==> config.mk <==
export PLATFORM = sky130hd
export DESIGN_NAME = flash_sec
export DESIGN_NICKNAME = d
export VERILOG_FILES = /design/src/common/flash_sec_pkg.sv /design/src/hdl/flash_sec.sv
export VERILOG_INCLUDE_DIRS = /design/src /design/src/common
export SDC_FILE = /design/constraint.sdc
export NUM_CORES = 1
export LEC_CHECK = 0
export ABC_AREA = 1
export ABC_CLOCK_PERIOD_IN_PS = 2100
export BUFFER_PORTS_ARGS = -buffer_cell sky130_fd_sc_hd__buf_2
export CAP_MARGIN = 40
export CORE_MARGIN = 1.5
export CORE_UTILIZATION = 30
export CTS_BUF_LIST = sky130_fd_sc_hd__clkbuf_4 sky130_fd_sc_hd__clkbuf_8
export DETAILED_ROUTE_END_ITERATION = 12
export PLACE_DENSITY_LB_ADDON = 0.12
export SETUP_SLACK_MARGIN = 0.2
export SLEW_MARGIN = 0
export SYNTH_ARGS = -nofsm -noshare
export SYNTH_HDL_FRONTEND = slang
export SYNTH_SLANG_ARGS = --single-unit
==> constraint.sdc <==
create_clock -name clk_i -period 2.1 [get_ports clk_i]
set_input_delay 0.105 -clock clk_i [delete_from_list [all_inputs] [get_ports clk_i]]
set_output_delay 0.105 -clock clk_i [all_outputs]
set_load 0.005 [all_outputs]
==> src/common/flash_sec_map.svh <==
// flash_sec_map.svh: register offsets, field positions, reset values and counts for the flash security block.
// assumes byte addresses on a 32-bit AXI4-Lite bus, one aligned word per register.
`ifndef FLASH_SEC_MAP_SVH
`define FLASH_SEC_MAP_SVH

// register byte offsets
`define FSEC_CFG_OFF        8'h00
`define FSEC_STATUS_OFF     8'h04
`define FSEC_OPT_OFF        8'h08
`define FSEC_PROT_OFF       8'h0C
`define FSEC_NV_PROT_OFF    8'h10
`define FSEC_DBG_OFF        8'h14
`define FSEC_BLANK_OFF      8'h18
`define FSEC_KEY_BASE_OFF   8'h20
`define FSEC_KEY_LAST_OFF   8'h3C

// field positions
`define FSEC_CFG_KEY_MODE_BIT 0
`define FSEC_OPT_KEY_EN_BIT   7
`define FSEC_PROT_VECT_BIT    0
`define FSEC_DBG_EN_BIT       0
`define FSEC_BLANK_GO_BIT     0

// values and reset values
`define FSEC_UNSECURE_CODE  2'h2
`define FSEC_OPT_RST        8'h00
`define FSEC_PROT_RST       8'h00
`define FSEC_KEY_BYTES      4'h8
`define FSEC_RESP_OKAY      2'h0
`define FSEC_RESP_SLVERR    2'h2

`endif

==> src/common/flash_sec_pkg.sv <==
// flash_sec_pkg: types shared by the flash security block and its bench.
// assumes the constants of flash_sec_map.svh are included where offsets are needed.
package flash_sec_pkg;

  // nonvolatile image presented by the flash array
  typedef struct packed {
    logic [7:0]  opt;   // nonvolatile_option_byte
    logic [7:0]  prot;  // nonvolatile_protect_byte
    logic [63:0] key;   // stored key, byte 0 in bits 7:0
  } nv_image_t;

  // origin of the bus master driving the current access
  typedef struct packed {
    logic debug;        // background debug controller
    logic secure_code;  // code running from secure RAM or flash
  } bus_origin_t;

  // debug memory access request and whether its target is secure
  typedef struct packed {
    logic req;
    logic target_secure;
  } dbg_mem_req_t;

  typedef enum logic [0:0] {
    KEY_IDLE,
    KEY_COLLECT
  } key_state_t;

endpackage : flash_sec_pkg

==> src/hdl/flash_sec.sv <==
// flash_sec: flash security state, backdoor key unlock and debug blank-check unlock behind an AXI4-Lite slave.
// assumes the nonvolatile image is stable around reset release and the origin sideband is valid with awvalid.
`timescale 1ns/1ps
`default_nettype none
`include "flash_sec_map.svh"

module flash_sec
  import flash_sec_pkg::*;
#(
  parameter int ADDR_W = 8
) (
  // clock and reset
  input  wire logic         clk_i,
  input  wire logic         arst_n_i,
  // nonvolatile image and flash state
  input  wire nv_image_t    nv_i,
  input  wire logic         flash_blank_i,
  // bus origin sideband, valid with awvalid_i
  input  wire bus_origin_t  origin_i,
  // debug memory access path
  input  wire dbg_mem_req_t dbg_mem_i,
  output logic              dbg_mem_grant_o,
  // security outputs
  output logic              secured_o,
  output logic              debug_module_en_o,
  output logic              key_block_locked_o,
  // AXI4-Lite write address
  input  wire logic [ADDR_W-1:0] awaddr_i,
  input  wire logic [2:0]   awprot_i,
  input  wire logic         awvalid_i,
  output logic              awready_o,
  // AXI4-Lite write data
  input  wire logic [31:0]  wdata_i,
  input  wire logic [3:0]   wstrb_i,
  input  wire logic         wvalid_i,
  output logic              wready_o,
  // AXI4-Lite write response
  output logic [1:0]        bresp_o,
  output logic              bvalid_o,
  input  wire logic         bready_i,
  // AXI4-Lite read address
  input  wire logic [ADDR_W-1:0] araddr_i,
  input  wire logic [2:0]   arprot_i,
  input  wire logic         arvalid_i,
  output logic              arready_o,
  // AXI4-Lite read data
  output logic [31:0]       rdata_o,
  output logic [1:0]        rresp_o,
  output logic              rvalid_o,
  input  wire logic         rready_i
);

  // the map uses offsets up to 0x3C
  if (ADDR_W < 6 || ADDR_W > 32) begin : g_bad_addr_w
    $error("flash_sec: ADDR_W must lie between 6 and 32");
  end

  // write channel holding registers
  logic              aw_full_q, aw_full_d;
  logic              w_full_q, w_full_d;
  logic [ADDR_W-1:0] aw_addr_q;
  bus_origin_t       aw_origin_q;
  logic [7:0]        w_byte_q;
  logic              w_lane0_q;
  logic              awready_q, awready_d;
  logic              wready_q, wready_d;
  logic              bvalid_q, bvalid_d;
  logic [1:0]        bresp_q;
  // read channel registers
  logic              arready_q, arready_d;
  logic              rvalid_q, rvalid_d;
  logic [31:0]       rdata_q;
  logic [1:0]        rresp_q;
  // security state
  logic              load_q;
  logic [7:0]        opt_shadow_q;
  logic [7:0]        nv_prot_shadow_q;
  logic [63:0]       key_store_q;
  logic [7:0]        prot_q;
  logic [1:0]        sec_field_q;
  logic              blank_unsec_q;
  logic              key_mode_q;
  logic              dbg_en_q;
  logic              secured_q;
  logic              grant_q;
  logic              locked_q;
  // key entry
  key_state_t        key_state_q;
  logic [3:0]        key_cnt_q;
  logic              key_bad_q;
  logic [7:0]        key_buf_q [8];
  logic [7:0]        byte_match;

  // channel handshakes
  wire aw_take  = awvalid_i & awready_q;
  wire w_take   = wvalid_i & wready_q;
  wire wr_fire  = aw_full_q & w_full_q & ~bvalid_q;
  wire ar_take  = arvalid_i & arready_q;

  // write decode, registers are byte wide so only lane 0 carries data
  wire [ADDR_W-1:0] wa = aw_addr_q;
  wire hit_cfg    = wa == ADDR_W'(`FSEC_CFG_OFF);
  wire hit_prot   = wa == ADDR_W'(`FSEC_PROT_OFF);
  wire hit_dbg    = wa == ADDR_W'(`FSEC_DBG_OFF);
  wire hit_blank  = wa == ADDR_W'(`FSEC_BLANK_OFF);
  wire hit_key    = (wa >= ADDR_W'(`FSEC_KEY_BASE_OFF)) && (wa <= ADDR_W'(`FSEC_KEY_LAST_OFF)) && (wa[1:0] == 2'h0);
  wire hit_ro     = (wa == ADDR_W'(`FSEC_STATUS_OFF)) || (wa == ADDR_W'(`FSEC_OPT_OFF))
                    || (wa == ADDR_W'(`FSEC_NV_PROT_OFF));
  wire wr_mapped  = hit_cfg | hit_prot | hit_dbg | hit_blank | hit_key | hit_ro;
  wire wr_en      = wr_fire & w_lane0_q;
  wire [2:0] key_idx = 3'(wa[4:2]);

  // security decode
  wire key_path_en = opt_shadow_q[`FSEC_OPT_KEY_EN_BIT];
  wire secured_now = (sec_field_q != `FSEC_UNSECURE_CODE) & ~blank_unsec_q;
  wire vect_prot   = prot_q[`FSEC_PROT_VECT_BIT];
  wire key_mode_set = wr_en & hit_cfg & w_byte_q[`FSEC_CFG_KEY_MODE_BIT] & key_path_en
                     & aw_origin_q.secure_code & ~aw_origin_q.debug;
  wire key_mode_clr = wr_en & hit_cfg & ~w_byte_q[`FSEC_CFG_KEY_MODE_BIT] & key_mode_q;
  wire key_write   = wr_en & hit_key & key_mode_q & (key_state_q == KEY_COLLECT)
                     & aw_origin_q.secure_code & ~aw_origin_q.debug;
  wire key_in_order = (key_cnt_q < `FSEC_KEY_BYTES) && (4'(key_idx) == key_cnt_q);
  wire key_match   = (&byte_match) & (key_cnt_q == `FSEC_KEY_BYTES) & ~key_bad_q;
  wire unlock      = key_mode_clr & key_path_en & key_match;
  wire blank_go    = wr_en & hit_blank & w_byte_q[`FSEC_BLANK_GO_BIT] & aw_origin_q.debug;

  // per-byte comparison of the entered key with the stored key
  for (genvar i = 0; i < 8; i++) begin : g_key_cmp
    assign byte_match[i] = key_buf_q[i] == key_store_q[8*i +: 8];
  end

  // handshake next values; each ready drops once its channel is held
  assign aw_full_d = (aw_full_q & ~wr_fire) | aw_take;
  assign w_full_d  = (w_full_q & ~wr_fire) | w_take;
  assign bvalid_d  = (bvalid_q & ~bready_i) | wr_fire;
  assign awready_d = ~aw_full_d & ~load_q;
  assign wready_d  = ~w_full_d & ~load_q;
  assign rvalid_d  = (rvalid_q & ~rready_i) | ar_take;
  assign arready_d = ~rvalid_d & ~load_q;

  // read decode
  wire [ADDR_W-1:0] ra = araddr_i;
  wire [7:0] status_byte = {3'h0, dbg_en_q, key_mode_q, key_path_en, sec_field_q[1], secured_now};
  wire rd_key  = (ra >= ADDR_W'(`FSEC_KEY_BASE_OFF)) && (ra <= ADDR_W'(`FSEC_KEY_LAST_OFF)) && (ra[1:0] == 2'h0);
  wire [7:0] rd_byte =
      (ra == ADDR_W'(`FSEC_CFG_OFF))    ? {7'h00, key_mode_q} :
      (ra == ADDR_W'(`FSEC_STATUS_OFF)) ? status_byte :
      (ra == ADDR_W'(`FSEC_OPT_OFF))    ? opt_shadow_q :
      (ra == ADDR_W'(`FSEC_PROT_OFF))   ? prot_q :
      (ra == ADDR_W'(`FSEC_NV_PROT_OFF)) ? nv_prot_shadow_q :
      (ra == ADDR_W'(`FSEC_DBG_OFF))    ? {7'h00, dbg_en_q} :
      (ra == ADDR_W'(`FSEC_BLANK_OFF))  ? {7'h00, flash_blank_i} : 8'h00;
  wire rd_mapped = rd_key || (ra == ADDR_W'(`FSEC_CFG_OFF)) || (ra == ADDR_W'(`FSEC_STATUS_OFF))
                   || (ra == ADDR_W'(`FSEC_OPT_OFF)) || (ra == ADDR_W'(`FSEC_PROT_OFF))
                   || (ra == ADDR_W'(`FSEC_NV_PROT_OFF)) || (ra == ADDR_W'(`FSEC_DBG_OFF))
                   || (ra == ADDR_W'(`FSEC_BLANK_OFF));

  // write address and data capture, independent of arrival order
  always_ff @(posedge clk_i or negedge arst_n_i) begin
    if (!arst_n_i) begin
      aw_full_q   <= 1'b0;
      w_full_q    <= 1'b0;
      aw_addr_q   <= '0;
      aw_origin_q <= '0;
      w_byte_q    <= 8'h00;
      w_lane0_q   <= 1'b0;
      awready_q   <= 1'b0;
      wready_q    <= 1'b0;
    end else begin
      aw_full_q <= aw_full_d;
      w_full_q  <= w_full_d;
      awready_q <= awready_d;
      wready_q  <= wready_d;
      if (aw_take) begin
        aw_addr_q   <= awaddr_i;
        aw_origin_q <= origin_i;
      end
      if (w_take) begin
        w_byte_q  <= wdata_i[7:0];
        w_lane0_q <= wstrb_i[0];
      end
    end
  end

  // write response; unmapped addresses answer slverr, ignored writes answer okay
  always_ff @(posedge clk_i or negedge arst_n_i) begin
    if (!arst_n_i) begin
      bvalid_q <= 1'b0;
      bresp_q  <= `FSEC_RESP_OKAY;
    end else begin
      bvalid_q <= bvalid_d;
      if (wr_fire) begin
        bresp_q <= wr_mapped ? `FSEC_RESP_OKAY : `FSEC_RESP_SLVERR;
      end
    end
  end

  // read channel, data registered one cycle after the address is taken
  always_ff @(posedge clk_i or negedge arst_n_i) begin
    if (!arst_n_i) begin
      arready_q <= 1'b0;
      rvalid_q  <= 1'b0;
      rdata_q   <= 32'h0000_0000;
      rresp_q   <= `FSEC_RESP_OKAY;
    end else begin
      arready_q <= arready_d;
      rvalid_q  <= rvalid_d;
      if (ar_take) begin
        rdata_q <= {24'h00_0000, rd_byte};  // key locations read as zero
        rresp_q <= rd_mapped ? `FSEC_RESP_OKAY : `FSEC_RESP_SLVERR;
      end
    end
  end

  // nonvolatile image is caught on the first edge after reset release, never by the reset itself
  always_ff @(posedge clk_i or negedge arst_n_i) begin
    if (!arst_n_i) begin
      load_q          <= 1'b1;
      opt_shadow_q    <= `FSEC_OPT_RST;
      nv_prot_shadow_q <= `FSEC_PROT_RST;
      key_store_q     <= 64'h0000_0000_0000_0000;
    end else if (load_q) begin
      load_q          <= 1'b0;
      opt_shadow_q    <= nv_i.opt;
      nv_prot_shadow_q <= nv_i.prot;
      key_store_q     <= nv_i.key;
    end
  end

  // security field: reloaded every reset, changed only by a matching backdoor key
  always_ff @(posedge clk_i or negedge arst_n_i) begin
    if (!arst_n_i) begin
      sec_field_q   <= 2'h3;  // secure until the option byte has been read
      blank_unsec_q <= 1'b0;
    end else if (load_q) begin
      sec_field_q   <= nv_i.opt[1:0];
      blank_unsec_q <= 1'b0;
    end else begin
      // the change lives only in this flop, so the stored image is untouched
      if (unlock) begin
        sec_field_q <= `FSEC_UNSECURE_CODE;
      end
      if (blank_go && flash_blank_i) begin
        blank_unsec_q <= 1'b1;
      end
    end
  end

  // block protect register: loaded from the image, written by debug commands only
  always_ff @(posedge clk_i or negedge arst_n_i) begin
    if (!arst_n_i) begin
      prot_q <= `FSEC_PROT_RST;
    end else if (load_q) begin
      prot_q <= nv_i.prot;
    end else if (wr_en && hit_prot && aw_origin_q.debug) begin
      prot_q <= w_byte_q;
    end
  end

  // key access mode bit; a debug-only master cannot raise it
  always_ff @(posedge clk_i or negedge arst_n_i) begin
    if (!arst_n_i) begin
      key_mode_q <= 1'b0;
    end else if (load_q) begin
      key_mode_q <= 1'b0;
    end else if (key_mode_set) begin
      key_mode_q <= 1'b1;
    end else if (key_mode_clr || !key_path_en) begin
      key_mode_q <= 1'b0;
    end
  end

  // key collection; an out-of-order byte spoils the attempt instead of being realigned
  always_ff @(posedge clk_i or negedge arst_n_i) begin
    if (!arst_n_i) begin
      key_state_q <= KEY_IDLE;
      key_cnt_q   <= 4'h0;
      key_bad_q   <= 1'b0;
    end else begin
      unique case (key_state_q)
        KEY_IDLE: begin
          if (key_mode_set) begin
            key_state_q <= KEY_COLLECT;
            key_cnt_q   <= 4'h0;
            key_bad_q   <= 1'b0;
          end
        end
        KEY_COLLECT: begin
          if (key_mode_clr || !key_path_en) begin
            key_state_q <= KEY_IDLE;
          end else if (key_write) begin
            key_cnt_q <= key_in_order ? key_cnt_q + 4'h1 : key_cnt_q;
            key_bad_q <= key_bad_q | ~key_in_order;
          end
        end
      endcase
    end
  end

  // candidate key bytes, one slot per key location
  for (genvar i = 0; i < 8; i++) begin : g_key_buf
    always_ff @(posedge clk_i or negedge arst_n_i) begin
      if (!arst_n_i) begin
        key_buf_q[i] <= 8'h00;
      end else if (key_mode_set) begin
        key_buf_q[i] <= 8'h00;
      end else if (key_write && key_idx == 3'(i)) begin
        key_buf_q[i] <= w_byte_q;
      end
    end
  end

  // debug module enable, refused and forced off while secured
  always_ff @(posedge clk_i or negedge arst_n_i) begin
    if (!arst_n_i) begin
      dbg_en_q <= 1'b0;
    end else if (secured_now || load_q) begin
      dbg_en_q <= 1'b0;
    end else if (wr_en && hit_dbg) begin
      dbg_en_q <= w_byte_q[`FSEC_DBG_EN_BIT];
    end
  end

  // registered outputs; grant lags the request by one cycle
  always_ff @(posedge clk_i or negedge arst_n_i) begin
    if (!arst_n_i) begin
      secured_q <= 1'b1;
      grant_q   <= 1'b0;
      locked_q  <= 1'b0;
    end else begin
      secured_q <= secured_now;
      grant_q   <= dbg_mem_i.req & ~load_q & (~secured_now | ~dbg_mem_i.target_secure);
      locked_q  <= vect_prot;
    end
  end

  assign awready_o          = awready_q;
  assign wready_o           = wready_q;
  assign bvalid_o           = bvalid_q;
  assign bresp_o            = bresp_q;
  assign arready_o          = arready_q;
  assign rvalid_o           = rvalid_q;
  assign rdata_o            = rdata_q;
  assign rresp_o            = rresp_q;
  assign secured_o          = secured_q;
  assign debug_module_en_o  = dbg_en_q;
  assign key_block_locked_o = locked_q;
  assign dbg_mem_grant_o    = grant_q;

  // prot fields are accepted for protocol completeness only
  wire unused_prot = ^{awprot_i, arprot_i, wdata_i[31:8], wstrb_i[3:1]};

endmodule : flash_sec
`default_nettype wire

Word-level counts from Yosys, hierarchy flattened. Cells that the tools add are included.

Output and inout bits: 45. Flip-flop bits (word level): 205. Input bits: 150. Logic and storage cells: 238.

Magnitude comparators: 5. Equality and inequality tests: 34. Multiplexer cells: 48. Add/subtract/negate cells: 1. Bitwise operators: 62. Reductions and logical operators: 50.

Operators with widths (count): $mux 8 (23); $eq 8x8->1 (8); $eq 8x5->1 const B (6); $and 1x1->1 (35); $eq 8x4->1 const B (4); $reduce_bool 2->1 (12); $logic_and 1x1->1 (17); $eq 8x3->1 const B (2); $ge 8x6->1 const B (2); $le 8x6->1 const B (2); $logic_not 8->1 (2); $mux 4 (4); $not 1->1 (16); $mux 1 (14); $eq 3x3->1 const B (4); $logic_or 1x1->1 (11); $or 1x1->1 (11); $mux 2 (4); $pmux 4 s2 (1); $reduce_and 8->1 (1); $eq 3x2->1 const B (2); $ne 2x2->1 const B (3); $add 4x1->4 const B (1); $eq 3x4->1 (1); other kinds (11) (14).

Longest topological paths before layout.
Depth after elaboration: 11. Gate-level depth with buffers: 14. Mapped depth without buffers: 14.

Least setup slack after synthesis. OpenSTA, ideal clock, no wires.

Kind: register to register. Start point: register bvalid_q (netlist: bvalid_o). End point: register key_buf_q[16] (netlist name). Cell stages (with the launch flop): 13. Buffers on the path: 0. Required time: 1973 ps. Library setup time: 127 ps. Period minus slack after synthesis: 1596 ps. Setup slack: 504 ps. Arrival time: 1469 ps. Path through: dfrtp_1 > inv_1 > nand3_2 > nor2_2 > inv_2 > nor2_1 > nand2_1 > clkinv_4 > nand3_4 > nand2_2 > inv_2 > nand2_1 > o21ai_1.

Cells in the longest elaborated chain, start to end: 10. Elaborated cells on any way between the ends: 16. Classes of those cells: mux (1); bitwise (13); reduce/logical (2).

RTL lines: start, declared (line flash_sec.sv:67) `logic bvalid_q, bvalid_d;`; start signal, assigned (line flash_sec.sv:191) `bvalid_q <= bvalid_d;`; $not 1->1 (*) (line flash_sec.sv:97) `wire wr_fire = aw_full_q & w_full_q & ~bvalid_q;`; $and 1x1->1 (*) (line flash_sec.sv:97); $and 1x1->1 (*) (line flash_sec.sv:110) `wire wr_en = wr_fire & w_lane0_q;`; $and 1x1->1 (3 in a row) (line flash_sec.sv:120) `wire key_write = wr_en & hit_key & key_mode_q & (key_state_q == KEY_COLLECT)`; $and 1x1->1 (2 in a row) (line flash_sec.sv:121) `& aw_origin_q.secure_code & ~aw_origin_q.debug;`; $logic_and 1x1->1 (line flash_sec.sv:307) `end else if (key_write && key_idx == 3'(i)) begin`; $reduce_bool 2->1 (no line); end signal, assigned by index (line flash_sec.sv:308) `key_buf_q[i] <= w_byte_q;`; end, declared (line flash_sec.sv:91) `logic [7:0] key_buf_q [8];`.

Every way passes the cells marked *; elsewhere a longest branch is shown, timed or not. A chain may end at the register's enable or synchronous reset.

Worst setup path after layout.
Start point: register aw_addr_q[2]. End point: register key_buf_q[48] (netlist name).

Cells in the longest elaborated chain, start to end: 10. Elaborated cells on any way between the ends: 19. Classes of those cells: order compare (2); eq/ne (1); mux (1); bitwise (10); reduce/logical (5).

RTL lines: start, declared (line flash_sec.sv:61) `logic [ADDR_W-1:0] aw_addr_q;`; start signal, assigned (line flash_sec.sv:175) `aw_addr_q <= awaddr_i;`; $ge 8x6->1 / $le 8x6->1 (equally long branches) (line flash_sec.sv:106) `` wire hit_key = (wa >= ADDR_W'(`FSEC_KEY_BASE_OFF)) && (wa <= ADDR_W'(`FSEC_KEY_LAST_OFF)) && (wa[1:0] == 2'h0) ... ``; $logic_and 1x1->1 (2 in a row) (line flash_sec.sv:106); $and 1x1->1 (3 in a row) (line flash_sec.sv:120); $and 1x1->1 (2 in a row) (line flash_sec.sv:121); $logic_and 1x1->1 (line flash_sec.sv:307); $reduce_bool 2->1 (no line).

Several ways; a longest one is shown, not always the timed one.

==> flow_metrics.env <==
export IMPL_status="complete, no violations"
export IMPL_postSynth_asyncResetShare=1.00
export IMPL_cp_arrival_ns=2.21
export IMPL_first_pass_iters=6
export IMPL_worst_path_dominant_cell_family="buffers and inverters"
export IMPL_design_core_area_um2=30800
export IMPL_gp_congestion=0.814
export IMPL_worstPathBufferInverterCount=4
export IMPL_main_combinational_cell_family_by_area_after_synthesis="simple AND/OR/NAND/NOR gates"
export IMPL_critical_path_startpoint_type="register"
export IMPL_p_switching_w=0.00336
export IMPL_swShare=0.310
export IMPL_critPathKind="register to register"
export IMPL_seqPwrFrac=0.427
export IMPL_critical_path_peak_fanout=9
export IMPL_final_max_slew_viols=0
export IMPL_root_buffer="sky130_fd_sc_hd__clkbuf_8"
export IMPL_n_antenna_cell=0
export IMPL_final_period_utilization=0.863
export IMPL_skew_ns=0.0227
export IMPL_fp_dieW_um=181
export IMPL_drt_first_iter_violations=414
export IMPL_irDropWorstVdd_mv=0.459
export IMPL_max_stage_delay_ns=0.42
export IMPL_grt_antenna_before_repair=0
export IMPL_grt_usage=0.183
export IMPL_htree_levels=2
export IMPL_timing_fmax_mhz=552
export IMPL_worst_endpoint_required_ns=2.50
export IMPL_avgSynthCellArea_um2=8.25
export IMPL_top_level_ports=195
export IMPL_pwr_density_cell_nw_per_um2=842
export IMPL_synth_distinct_cells=38
export IMPL_design_die_area_um2=32700
export IMPL_cap_viol_max_count=0
export IMPL_kind_of_path_behind_the_tightest_hold_check="input port to register"
export IMPL_setup_violations=0
export IMPL_synth_simple_area_share=0.237
export IMPL_grt_first_pass_wirelength_mm=46.7
export IMPL_critical_path_slowest_cell="sky130_fd_sc_hd__dfrtp_1"
export IMPL_pwr_share_comb=0.198
export IMPL_worst_setup_path_end_kind="register"
export IMPL_cp_common_cell="sky130_fd_sc_hd__inv_2"
export IMPL_summed_instance_area_of_the_synthesized_netlist_um2=9480
export IMPL_finalNetCount=1598
export IMPL_postSynthCellCount=1149
export IMPL_clock_sinks=203
export IMPL_cts_root_to_sink_buffers=3
export IMPL_yosys_register_bits=203
export IMPL_grt_setup_unrepaired="yes"
export IMPL_dr_total_vias=8317
export IMPL_ant_nets=0
export IMPL_floorplan_initialDensity=0.308
export IMPL_muxShareOfSynthArea=0.00831
export IMPL_cts_tree="yes"
export IMPL_wirelength_mm=29.4
export IMPL_timing_setup_tns_ns=0
export IMPL_power_frac_clock=0.376
export IMPL_dp_slack_ns=0.184
export IMPL_post_drt_via_cell_ratio=4.45
export IMPL_power_internal_w=0.00748
export IMPL_synth_edff_count=0
export IMPL_num_fill_cells=3154
export IMPL_grt_start_max_net_pins=99
export IMPL_worst_pin_slew_ns=0.857
export IMPL_slew_headroom=0.426
export IMPL_hold_violations=0
export IMPL_synth_fa_ha_area_frac=0.00264
export IMPL_vias_in_the_first_global_route=8572
export IMPL_layout_area_overhead_vs_synth_pct=35.8
export IMPL_final_layout_size_suffix_gt1_frac=0.206
export IMPL_rows=64
export IMPL_placement_io_buffers=135
export IMPL_clkSlewWorstSetupHoldPaths_ns=0.06
export IMPL_post_route_drc_count=0
export IMPL_crit_chain="inv_2 -> nand2_1 -> inv_2 -> nand4_2 -> nor2_2 -> nand3_4 -> clkbuf_16 -> buf_4 -> nand2_8 -> o22ai_1"
export IMPL_avgRoutedWirePerCell_um=15.7
export IMPL_post_dp_hpwl_mm=19.8
export IMPL_synth_yosys_warnings=0
export IMPL_timing_final_ws_setup_ns=0.289
export IMPL_yosysSeqAreaShare=0.536
export IMPL_gr_total_overflow=0
export IMPL_synth_top_flop_cell="sky130_fd_sc_hd__dfrtp_1"
export IMPL_synth_compound_gate_area_share=0.110
export IMPL_final_min_clock_period_ns=1.81
export IMPL_tritoncts_num_buffers=40
export IMPL_leakagePower_nw=6.41
export IMPL_synth_xor_area_share=0.0120
export IMPL_worstSkewPairLatency_ns=0.54
export IMPL_die_height_um=181
Yosys cell counts (all sizes together) (4+ instances only):
cell type	instances	area [um2]
o21ai	95	475
clkbuf	19	71.3
a21oi	30	161
mux2	7	78.8
buf	32	233
nand2	378	1450
nor3	7	40.0
o211ai	5	37.5
nand4	4	31.3
inv	152	571
xnor2	10	87.6
o22ai	53	332
nor2	91	362
nand3	49	350
dfrtp	199	4980
dfstp	4	105
what timing repair did:
item / in CTS / in global routing
pin swaps: 0 / 3
gates resized for setup: 1 / 31
endpoints found under the hold margin: 320 / 0
setup buffers: 0 / 5
gates cloned: 0 / 3
hold buffers: 108 / 0
setup endpoints to repair: 22 / 77
final cells by class:
class / instances / area [um2] / area share
Timing Repair Buffer: 278 / 2140 / 0.167
Clock buffer: 64 / 781 / 0.0606
Timing Repair inverter: 1 / 6.26 / 0.000486
Inverter: 153 / 579 / 0.0450
Multi-Input combinational cell: 769 / 3740 / 0.291
Sequential cell: 203 / 5090 / 0.395
Clock inverter: 6 / 33.8 / 0.00262
Tap cell: 396 / 495 / 0.0385
cell families after synthesis:
group | Yosys count
AO/OA/AOI/OAI | 187
XOR/XNOR | 13
adder cells (fa/ha/maj) | 2
buffers and inverters | 204
flip-flops | 203
multiplexers | 7
other | 1
AND/OR/NAND/NOR | 532
sequential cells by signal (all words and copies together), names as in the netlist, 2 cells and up:
| register | cells |
|---|---|
| sec_field_q | 2 |
| aw_origin_q | 2 |
| aw_addr_q | 8 |
| key_buf_q | 64 |
| prot_q | 8 |
| key_cnt_q | 4 |
| rdata_o | 8 |
| nv_prot_shadow_q | 8 |
| key_store_q | 64 |
| opt_shadow_q | 8 |
| w_byte_q | 8 |
routing by layer:
metal,share of wire,GRT usage
met1,0.48,0.251
met2,0.47,0.302
met3,0.034,0.0270
met4,0.017,0.0501
met5,0,0
power by group through the flow:
stage          Sequential [W]  Combinational [W]  Clock, W
2_1_floorplan         0.00459            0.00107         0
3_5_place_dp          0.00467            0.00194         0
5_1_grt               0.00468            0.00238   0.00443
3_3_place_gp          0.00467            0.00192         0
6_report              0.00463            0.00214   0.00407
4_1_cts               0.00461            0.00210   0.00422
placed cells by master, fill, tap and decap left out, types with 4 or more instances in the layout:
master / n
sky130_fd_sc_hd__xnor2_1: 10
sky130_fd_sc_hd__buf_12: 7
sky130_fd_sc_hd__clkbuf_4: 16
sky130_fd_sc_hd__clkbuf_8: 49
sky130_fd_sc_hd__inv_1: 139
sky130_fd_sc_hd__clkinv_2: 5
sky130_fd_sc_hd__buf_2: 134
sky130_fd_sc_hd__nor2_1: 81
sky130_fd_sc_hd__dlygate4sd3_1: 108
sky130_fd_sc_hd__o22ai_1: 53
sky130_fd_sc_hd__nand2_8: 5
sky130_fd_sc_hd__nand3_4: 10
sky130_fd_sc_hd__nor2_2: 8
sky130_fd_sc_hd__buf_4: 24
sky130_fd_sc_hd__o21ai_0: 81
sky130_fd_sc_hd__o211ai_1: 5
sky130_fd_sc_hd__dfrtp_1: 199
sky130_fd_sc_hd__nand2_1: 367
sky130_fd_sc_hd__a21oi_1: 29
sky130_fd_sc_hd__nor3_1: 6
sky130_fd_sc_hd__conb_1: 27
sky130_fd_sc_hd__o21ai_1: 14
sky130_fd_sc_hd__nand3_1: 38
sky130_fd_sc_hd__nand2_2: 4
sky130_fd_sc_hd__mux2_2: 7
sky130_fd_sc_hd__inv_2: 13
stage by stage:
stage | util | area (um2) | std cells | hold slack, ns | power (W)
3_5_place_dp | 0.349 | 10800 | 1684 | 0.0778 | 0.00661
2_1_floorplan | - | 9580 | 1175 | -0.191 | 0.00566
5_1_grt | 0.418 | 12900 | 1870 | 0.0692 | 0.0115
6_report | 0.418 | 12900 | 1870 | 0.0410 | 0.0108
3_3_place_gp | 0.349 | 10800 | 1684 | 0.0794 | 0.00660
4_1_cts | 0.410 | 12600 | 1862 | 0.0146 | 0.0109
worst min-delay path: stages:
cell                      delay [ns]
sky130_fd_sc_hd__buf_2          0.08
sky130_fd_sc_hd__nor2_1         0.04
sky130_fd_sc_hd__nand3_1        0.07
sky130_fd_sc_hd__nand3_1        0.07
sky130_fd_sc_hd__o21ai_0        0.16
final timing paths:
check | slack, ns | startpoint | end | cells after the start
min in group asynchronous | 0.09 | arst_n_i | key_buf_q[37] | 2
worst min-delay path | 0.04 | araddr_i[7] | rresp_o[1] | 5
worst max register to register | 0.29 | aw_addr_q[2] | key_buf_q[48] | 10
worst min register to register | 0.43 | prot_q[0] | key_block_locked_o | 0
worst max-delay path | 0.29 | aw_addr_q[2] | key_buf_q[48] | 10
max in group asynchronous | 1.29 | arst_n_i | secured_o | 3
Power figures use the tool's default switching activity.
